[src/rtl/usp_pkg.sv]
package usp_pkg;
  // strap capture: last settle count; the straps are caught on the fifth clock edge after reset release
  localparam logic [3:0] STRAP_SETTLE_CYC = 4'h3;
  // reset values of the captured straps (high = plain uart / flow-control rts)
  localparam logic       STRAP_RESET_VAL  = 1'b1;
  // pin idle levels
  localparam logic       TX_IDLE_UART     = 1'b1;
  localparam logic       TX_IDLE_IR       = 1'b0;
  localparam logic       RX_IDLE_UART     = 1'b1;

  // captured strap configuration
  typedef struct packed {
    logic half_duplex_n;  // low = automatic half-duplex direction on rts
    logic infrared_n;     // low = infrared encoding on tx/rx
    logic valid;          // straps have been caught
  } usp_straps_t;

  // strap capture states
  typedef enum logic [1:0] {
    USP_ST_SETTLE = 2'b00,
    USP_ST_CAPTURE = 2'b01,
    USP_ST_LOCKED = 2'b10
  } usp_state_t;
endpackage

[src/rtl/usp_sync2.sv]
// two-flop synchroniser for one level
module usp_sync2 (
  // clock and reset
  input  wire logic clk_sys_in,
  input  wire logic rst_n_in,
  // level
  input  wire logic d_in,
  output logic      q_out
);
  logic meta;  // first stage, read only by the second

  // reset value is constant; pins other than the sleep pin are idle-high so pick 1
  always_ff @(posedge clk_sys_in or negedge rst_n_in) begin
    if (!rst_n_in) begin
      meta  <= 1'b1;
      q_out <= 1'b1;
    end else begin
      meta  <= d_in;
      q_out <= meta;
    end
  end
endmodule

[src/rtl/usp_pin_control.sv]
// Contract
// sample half-duplex strap once at power-up
// strap high: rts is flow control/gpo
// strap low: rts is half-duplex direction
// sample infrared strap once at power-up
// ir strap high: plain serial tx/rx
// ir strap low: infrared tx and rx
// sleep pin powers up as input
// sleep input forces sleep after next byte
// sleep pin as output reports sleep
// tx idles 1 plain, 0 infrared
// captured straps ignore later pin changes
module usp_pin_control (
  // clock and reset
  input  wire logic clk_sys_in,
  input  wire logic rst_n_in,
  // strap pins
  input  wire logic half_duplex_strap_n_in,
  input  wire logic infrared_strap_n_in,
  // uart core side
  input  wire logic rts_flow_n_in,      // flow-control / gpo rts level
  input  wire logic tx_dir_in,          // 1 while transmitter drives the line
  input  wire logic tx_data_in,         // plain serial data, 1 = idle
  input  wire logic tx_ir_in,           // ir-encoded data, 0 = idle
  input  wire logic tx_active_in,       // transmitter has data in flight
  input  wire logic byte_done_in,       // one-cycle pulse: byte sent or received
  input  wire logic sleep_cond_in,      // normal sleep conditions met
  input  wire logic wake_in,            // wake event clears sleep
  input  wire logic sleep_pin_out_en_in,// software chose sleep pin as output
  // serial pins
  output logic      rts_n_out,
  output logic      tx_out,
  input  wire logic rx_pin_in,
  output logic      rx_plain_out,       // rx data for plain decoder
  output logic      rx_ir_out,          // rx data for ir decoder
  // sleep / power-down pin
  input  wire logic sleep_powerdown_pin_in,
  output logic      sleep_powerdown_pin_out,
  output logic      sleep_powerdown_pin_oe_n_out,
  // status
  output logic      sleep_out,
  output logic      ir_mode_out,
  output logic      half_duplex_mode_out
);
  usp_pkg::usp_straps_t straps;         // captured straps
  usp_pkg::usp_state_t  state;          // capture sequencer
  logic [3:0]           settle_cnt;     // settle counter
  logic                 hd_sync;        // synchronised half-duplex strap
  logic                 ir_sync;        // synchronised ir strap
  logic                 rx_sync;        // synchronised rx pin
  logic                 sleep_pin_sync; // synchronised sleep pin
  logic                 sleep_req;      // forced sleep armed
  logic                 sleep_mode;     // device asleep

  // every pin passes two flops before logic looks at it
  usp_sync2 u_sync_hd (.clk_sys_in(clk_sys_in), .rst_n_in(rst_n_in),
    .d_in(half_duplex_strap_n_in), .q_out(hd_sync));
  usp_sync2 u_sync_ir (.clk_sys_in(clk_sys_in), .rst_n_in(rst_n_in),
    .d_in(infrared_strap_n_in), .q_out(ir_sync));
  usp_sync2 u_sync_rx (.clk_sys_in(clk_sys_in), .rst_n_in(rst_n_in),
    .d_in(rx_pin_in), .q_out(rx_sync));
  usp_sync2 u_sync_sl (.clk_sys_in(clk_sys_in), .rst_n_in(rst_n_in),
    .d_in(sleep_powerdown_pin_in), .q_out(sleep_pin_sync));

  // strap capture: wait for sync to fill, catch once, then lock forever
  always_ff @(posedge clk_sys_in or negedge rst_n_in) begin
    if (!rst_n_in) begin
      state      <= usp_pkg::USP_ST_SETTLE;
      settle_cnt <= 4'h0;
      straps     <= '{half_duplex_n: usp_pkg::STRAP_RESET_VAL,
                      infrared_n: usp_pkg::STRAP_RESET_VAL, valid: 1'b0};
    end else begin
      case (state)
        usp_pkg::USP_ST_SETTLE: begin
          // synchronisers hold their reset value until flushed
          if (settle_cnt == usp_pkg::STRAP_SETTLE_CYC) begin
            state <= usp_pkg::USP_ST_CAPTURE;
          end else begin
            settle_cnt <= settle_cnt + 4'h1;
          end
        end
        usp_pkg::USP_ST_CAPTURE: begin
          straps.half_duplex_n <= hd_sync;
          straps.infrared_n    <= ir_sync;
          straps.valid         <= 1'b1;
          state                <= usp_pkg::USP_ST_LOCKED;
        end
        usp_pkg::USP_ST_LOCKED: begin
          // nothing changes until the next reset
          state <= usp_pkg::USP_ST_LOCKED;
        end
        default: begin
          state <= usp_pkg::USP_ST_SETTLE;
        end
      endcase
    end
  end

  // rts pin select: flow control or half-duplex direction (active low)
  always_ff @(posedge clk_sys_in or negedge rst_n_in) begin
    if (!rst_n_in) begin
      rts_n_out <= 1'b1;
    end else if (!straps.half_duplex_n) begin
      rts_n_out <= ~tx_dir_in;
    end else begin
      rts_n_out <= rts_flow_n_in;
    end
  end

  // tx pin: plain or infrared, each with its own idle level
  always_ff @(posedge clk_sys_in or negedge rst_n_in) begin
    if (!rst_n_in) begin
      tx_out <= usp_pkg::TX_IDLE_UART;
    end else if (!straps.infrared_n) begin
      tx_out <= tx_active_in ? tx_ir_in : usp_pkg::TX_IDLE_IR;
    end else begin
      tx_out <= tx_active_in ? tx_data_in : usp_pkg::TX_IDLE_UART;
    end
  end

  // rx steering: the unused decoder sees its idle level
  always_ff @(posedge clk_sys_in or negedge rst_n_in) begin
    if (!rst_n_in) begin
      rx_plain_out <= usp_pkg::RX_IDLE_UART;
      rx_ir_out    <= usp_pkg::TX_IDLE_IR;
    end else if (!straps.infrared_n) begin
      rx_plain_out <= usp_pkg::RX_IDLE_UART;
      rx_ir_out    <= rx_sync;
    end else begin
      rx_plain_out <= rx_sync;
      rx_ir_out    <= usp_pkg::TX_IDLE_IR;
    end
  end

  // forced sleep: arm on sleep input, enter at next byte boundary
  always_ff @(posedge clk_sys_in or negedge rst_n_in) begin
    if (!rst_n_in) begin
      sleep_req  <= 1'b0;
      sleep_mode <= 1'b0;
    end else begin
      // pin only acts as input while not configured as output
      // its synchroniser resets to 1, so the pin is ignored until the
      // straps are caught, well after the sync has flushed
      if (straps.valid && !sleep_pin_out_en_in && sleep_pin_sync && !sleep_mode) begin
        sleep_req <= 1'b1;
      end else if (sleep_mode) begin
        sleep_req <= 1'b0;
      end
      if (sleep_req && byte_done_in) begin
        sleep_mode <= 1'b1;
      end else if (sleep_cond_in && !tx_active_in) begin
        sleep_mode <= 1'b1;
      end else if (wake_in) begin
        sleep_mode <= 1'b0;
      end
    end
  end

  // sleep pin direction and drive; oe low means driving
  always_ff @(posedge clk_sys_in or negedge rst_n_in) begin
    if (!rst_n_in) begin
      sleep_powerdown_pin_oe_n_out <= 1'b1;
      sleep_powerdown_pin_out      <= 1'b0;
    end else begin
      sleep_powerdown_pin_oe_n_out <= ~sleep_pin_out_en_in;
      sleep_powerdown_pin_out      <= sleep_mode;
    end
  end

  // status mirrors
  always_ff @(posedge clk_sys_in or negedge rst_n_in) begin
    if (!rst_n_in) begin
      sleep_out            <= 1'b0;
      ir_mode_out          <= 1'b0;
      half_duplex_mode_out <= 1'b0;
    end else begin
      sleep_out            <= sleep_mode;
      ir_mode_out          <= ~straps.infrared_n;
      half_duplex_mode_out <= ~straps.half_duplex_n;
    end
  end
endmodule

[config.mk]
export PLATFORM = sky130hd
export DESIGN_NAME = usp_pin_control
export DESIGN_NICKNAME = d
export VERILOG_FILES = /design/src/rtl/usp_pkg.sv /design/src/rtl/usp_sync2.sv /design/src/rtl/usp_pin_control.sv
export SDC_FILE = /design/constraint.sdc
export NUM_CORES = 1
export LEC_CHECK = 0
export ABC_CLOCK_PERIOD_IN_PS = 1400
export BUFFER_PORTS_ARGS = -buffer_cell sky130_fd_sc_hd__buf_4
export CAP_MARGIN = 20
export CORE_MARGIN = 2
export CORE_UTILIZATION = 48
export CTS_CLUSTER_SIZE = 28
export DETAILED_ROUTE_END_ITERATION = 8
export GPL_TIMING_DRIVEN = 0
export HOLD_SLACK_MARGIN = 0.1
export PLACE_DENSITY = 0.85
export SYNTH_ARGS = -nofsm -noshare
export SYNTH_HDL_FRONTEND = slang
export SYNTH_SLANG_ARGS = --single-unit
[constraint.sdc]
create_clock -name clk_sys_in -period 1.4 [get_ports clk_sys_in]
set_input_delay 0.14 -clock clk_sys_in [delete_from_list [all_inputs] [get_ports clk_sys_in]]
set_output_delay 0.14 -clock clk_sys_in [all_outputs]
set_load 0.02 [all_outputs]
# Word-level counts from Yosys, hierarchy flattened
# Cells that the tools add are included.
# classes
add_sub_neg,1
n_eq_ne,4
reduce_logical,13
bitwise_logic,5
muxes,13
# ops
op,n
two-way mux 1 bit,11
logical AND 1 bit,5
NOT 1 bit,5
adder 4 x 1 -> 4 bit (second input constant),1
== test 4 x 2 -> 1 bit (second input constant),1
case mux 2 bit (2 select lines),1
zero test 1 bit,3
nonzero test 3 bit,1
== test 2 x 1 -> 1 bit (second input constant),1
== test 2 bit (second input constant),1
zero test 2 bit,1
two-way mux 2 bit,1
!= test 2 bit (second input constant),1
AND reduction 2 bit,1
nonzero test 2 bit,1
OR reduction 2 bit,1
# totals
elab_cells,59
register_bits,27
output_inout_bits,9
in_bits,15

# Longest topological paths before layout
# logic_depth
ltp_word,5
ltp_mapped,5
mapped_depth_nobuf,4

# Hierarchy
# From an unflattened synthesis, not the netlist that was laid out.
# unflattened
hier_cells,75
hier_area_um2,1006.0
# by_module_without_submodules
module,instances,seq_area_each_um2,area_per_inst_um2,cells_per_inst
usp_pin_control,1,483.0,795.8,67
usp_sync2,4,52.6,52.6,2

# Least setup slack after synthesis
# OpenSTA, ideal clock, no wires.
# synth_timing
path_kind,register -> register
startpoint,reg state[0]
endpoint,reg settle_cnt[2]
slack_ps,200
stages_incl_launch_ff,6
n_path_buf,1
synth_period_minus_slack_ps,1200
t_required_ps,1272
setup_time_ps,128
arrival_ps,1073
path_cell_list,dfrtp_1 -> inv_1 -> ha_1 -> buf_4 -> nand2_1 -> mux2_1
# synth_between
elab_chain_len,2
# synth_lines
item,line_no,source
from (decl),usp_pin_control.sv:46,usp_pkg::usp_state_t state;
from (signal assigned),usp_pin_control.sv:68,state <= usp_pkg::USP_ST_SETTLE;
from (signal assigned),usp_pin_control.sv:77,state <= usp_pkg::USP_ST_CAPTURE;
from (signal assigned),usp_pin_control.sv:86,state <= usp_pkg::USP_ST_LOCKED;
zero test 2 bit,usp_pin_control.sv:73,case (state)
AND reduction 2 bit (no line),-,
to (signal assigned),usp_pin_control.sv:79,settle_cnt <= settle_cnt + 4'h1;
to (decl),usp_pin_control.sv:47,logic [3:0] settle_cnt;
# No other way between the ends.
# A chain may end at the register's enable or synchronous reset.

# Final worst setup path
# layout_timing
startpoint,in byte_done_in
endpoint,reg sleep_mode
# layout_between
elab_chain_len,2
word_cells_on_any_way,3
classes_between,mux: 1; reduce/logical: 2
# layout_lines
item,line_no,source
from (decl),usp_pin_control.sv:26,"input wire logic byte_done_in,"
logical AND 1 bit (*),usp_pin_control.sv:149,if (sleep_req && byte_done_in) begin
nonzero test 3 bit (no line) or two-way mux 1 bit (tied branches),-,
to (signal assigned),usp_pin_control.sv:150,sleep_mode <= 1'b1;
to (signal assigned),usp_pin_control.sv:152,sleep_mode <= 1'b1;
to (signal assigned),usp_pin_control.sv:154,sleep_mode <= 1'b0;
to (decl),usp_pin_control.sv:53,logic sleep_mode;
# Mark *: on every way between the ends. The rest lies on a longest branch, timed or not.

==> reports/results.ini <==
[pwr]
seqPwrFrac = 0.638
p_clk_frac = 0.240
p_switching_mw = 0.2966
comb_power_share = 0.122
p_sw_frac = 0.2224
p_leak_nw = 0.6376
intPower_mw = 1.037
cellPowerDensity_nw_per_um2 = 974.7
irDropWorstVdd_uv = 823.4

[worst_setup_path]
start_kind = primary input
critical_path.cell_chain = dlygate4sd3_1 -> buf_4 -> nand2_1 -> o221ai_1 -> dlygate4sd3_1
setup.worst_path.end_class = register
reg2regPathDepth = 3
reg2reg_slack_ns = 0.11
cp.required_ns = 1.61
path_buf_inv = 3
criticalPathCategory = primary input to register
crit_fanout = 1
max_stage_delay_ns = 0.59
timing.critical_path.mode_cell = dlygate4sd3_1
path_delay_family = buffers and inverters
critPathArrivalTime_ns = 1.55
crit_cells = 5
crit_slowest_cell = dlygate4sd3_1

[synth]
synthSimpleGateAreaFrac = 0.1356
synthXorXnorAreaFrac = 0.008706
synthMuxAreaShare = 0.01119
ys_ff_latch = 27
ys_types = 21
synthCells = 75
synth_fa_ha_area_frac = 0.03731
syn_area_um2 = 1006
synthTopCellsByArea = dfstp_2 37%, dfrtp_1 32%, ha_1 3.7%
synth_edf_count = 0
ys.flop_type = dfstp_2
asyncSetResetFlopFracSynth = 1.000
synth_top_family_by_area = simple AND/OR/NAND/NOR gates
synth_top_area_frac = 0.3657
syn-num-nets = 93
yosysTopAreaCell = dfstp_2
synth_compound_area_frac = 0.06965
syn_avg_cell_area_um2 = 13.41
yosys_warnings = 0
seq_area_frac_synth = 0.6891

[cells_and_area]
antenna_cells = 0
layout_commonest_cell = buf_4
fin_nets = 134
reg_top3 = settle_cnt: 4 flops, straps: 3 flops, state: 2 flops
fillers = 146
area_delta_synth_final_pct = 36.07
largest_reg_flops = 4
finalNonFillerCells = 142
drive_gt1_frac = 0.3826
top_register = settle_cnt
layout_common_cells = 25 x buf_4, 14 x dfstp_2, 13 x dfrtp_1, 13 x dlygate4sd3_1, 9 x inv_1

[global_route]
grt_max_degree = 28
grt_pass1_wl_mm = 2.953
grt_overflow_total = 0
antenna_found_initial = 0
grt_pass1_vias = 700
track_usage = 0.1636

[place]
dp_hpwl_mm = 1.088
io_buffers = 23
place_congestion = 0.7319
placed_cells = 125

[sta]
setup_viol = 0
finalMaxSlewViolations = 0
fin_crit_sh = 0.9603
slew_headroom = 0.7831
min_period_ns = 1.344
skew_ns = 0.005095
fin_tns_setup_ns = 0
final-hold-violation-count = 0
worstMarginPinSlew_ns = 0.3253
max_freq_mhz = 743.8
rsz0062_at_grt = false

[die]
chipHeight_um = 49.78
boundaryPins = 24
core_area_um2 = 1962
rows = 16
start_util = 0.5128
die_w_um = 49.78
die_area_um2 = 2478

[flow_run]
maxCapViolCount = 0

[drt]
drtIter0Drc = 5
firstDrtPassIters = 4
vias = 667
viasPerCell = 4.697
drtAntennaViolNets = 0
route.detailed.drc = 0
wirelength_mm = 1.642
routedWlPerCell_um = 11.56

[clock_tree]
clock_path_buffers = 2
cts_inserted_buffers = 3
cts_setup_buffers = 0
cts-resized-gates = 0
clk_pin_slew_ns = 0.13
htree_num_levels = 1
cts_tree = yes
cts_root_buffer = clkbuf_4
cts_hold_buf = 13
clock_latency_ns = 0.32
clock_sinks = 27

[hold_path]
hold_class = primary input to asynchronous set/reset pin

[status]
status = finished clean

==> cell families after synthesis <==
group / after synthesis
buffers and inverters: 11
XOR/XNOR: 1
AND/OR/NAND/NOR: 21
AO/OA/AOI/OAI: 11
adder cells (fa/ha/maj): 3
flip-flops: 27
multiplexers: 1
==> metrics by stage <==
| step | utilization | area (um^2) | power, mW | hold WS [ns] | worst slack [ns] |
|---|---|---|---|---|---|
| after floorplan | - | 1006 | 0.9118 | -0.1556 | 0.1996 |
| after CTS | 0.6977 | 1369 | 1.352 | 0.2385 | 0.1083 |
| final | 0.6977 | 1369 | 1.334 | 0.2409 | 0.05559 |
| after global placement | 0.6180 | 1212 | 0.9889 | 0.06007 | 0.1664 |
| after global routing | 0.6977 | 1369 | 1.398 | 0.2556 | 0.01485 |
| after detailed placement | 0.6180 | 1212 | 0.9953 | 0.06581 | 0.1236 |
==> layer usage <==
metal,part of all wire,wire length [um],global-route usage
met5,0,0,0
met1,0.40,665,0.1694
met2,0.53,869,0.2978
met3,0.052,85,0.03636
met4,0.013,22,0.09722
==> synthesized netlist by cell type (2+ instances only) <==
cell and n:
o211ai_1 3, ha_1 3, nand2_1 7, nand2b_1 5, a21oi_1 2, nand4bb_1 3
dfrtp_1 13, o21ai_0 3, inv_1 9, buf_4 2, nor2b_1 2, dfstp_2 14
==> power by group through the flow <==
stage                     sequential [mW]  combinational (mW)  clock, mW
after floorplan                     0.883              0.0291          0
after global placement              0.862               0.127          0
after detailed placement            0.865               0.130          0
after CTS                           0.852               0.163      0.337
after global routing                0.855               0.178      0.365
final                               0.851               0.163      0.321
==> path summary, 6_finish.rpt <==
path                           startpoint                           end
min in group clk_sys_in    u_sync_sl.meta               u_sync_sl.q_out
setup / recovery             byte_done_in                    sleep_mode
max in group asynchronous        rst_n_in  sleep_powerdown_pin_oe_n_out
setup reg to reg               sleep_mode                    sleep_mode
hold reg to reg            u_sync_sl.meta               u_sync_sl.q_out
hold / removal                   rst_n_in                     rx_ir_out
==> final cells by class <==
| class | count | area [um^2] | share of cell area |
|---|---|---|---|
| plain buffers | 2 | 15.01 | 0.01097 |
| clock buffers | 4 | 26.28 | 0.01920 |
| inverters | 9 | 33.78 | 0.02468 |
| multi-input cells | 37 | 264.0 | 0.1929 |
| flip-flops and latches | 27 | 693.2 | 0.5064 |
| well taps | 27 | 33.78 | 0.02468 |
| repair buffers | 36 | 302.8 | 0.2212 |
==> worst reg2reg max path, delay by kind of cell, from the launching register on <==
kind / cells / cell delay (ns)
buffers and inverters: 2 / 0.65
AOI/OAI and AO/OA: 1 / 0.13
DFF: 1 / 0.42
Note: power is estimated with default switching activity, not from simulation.
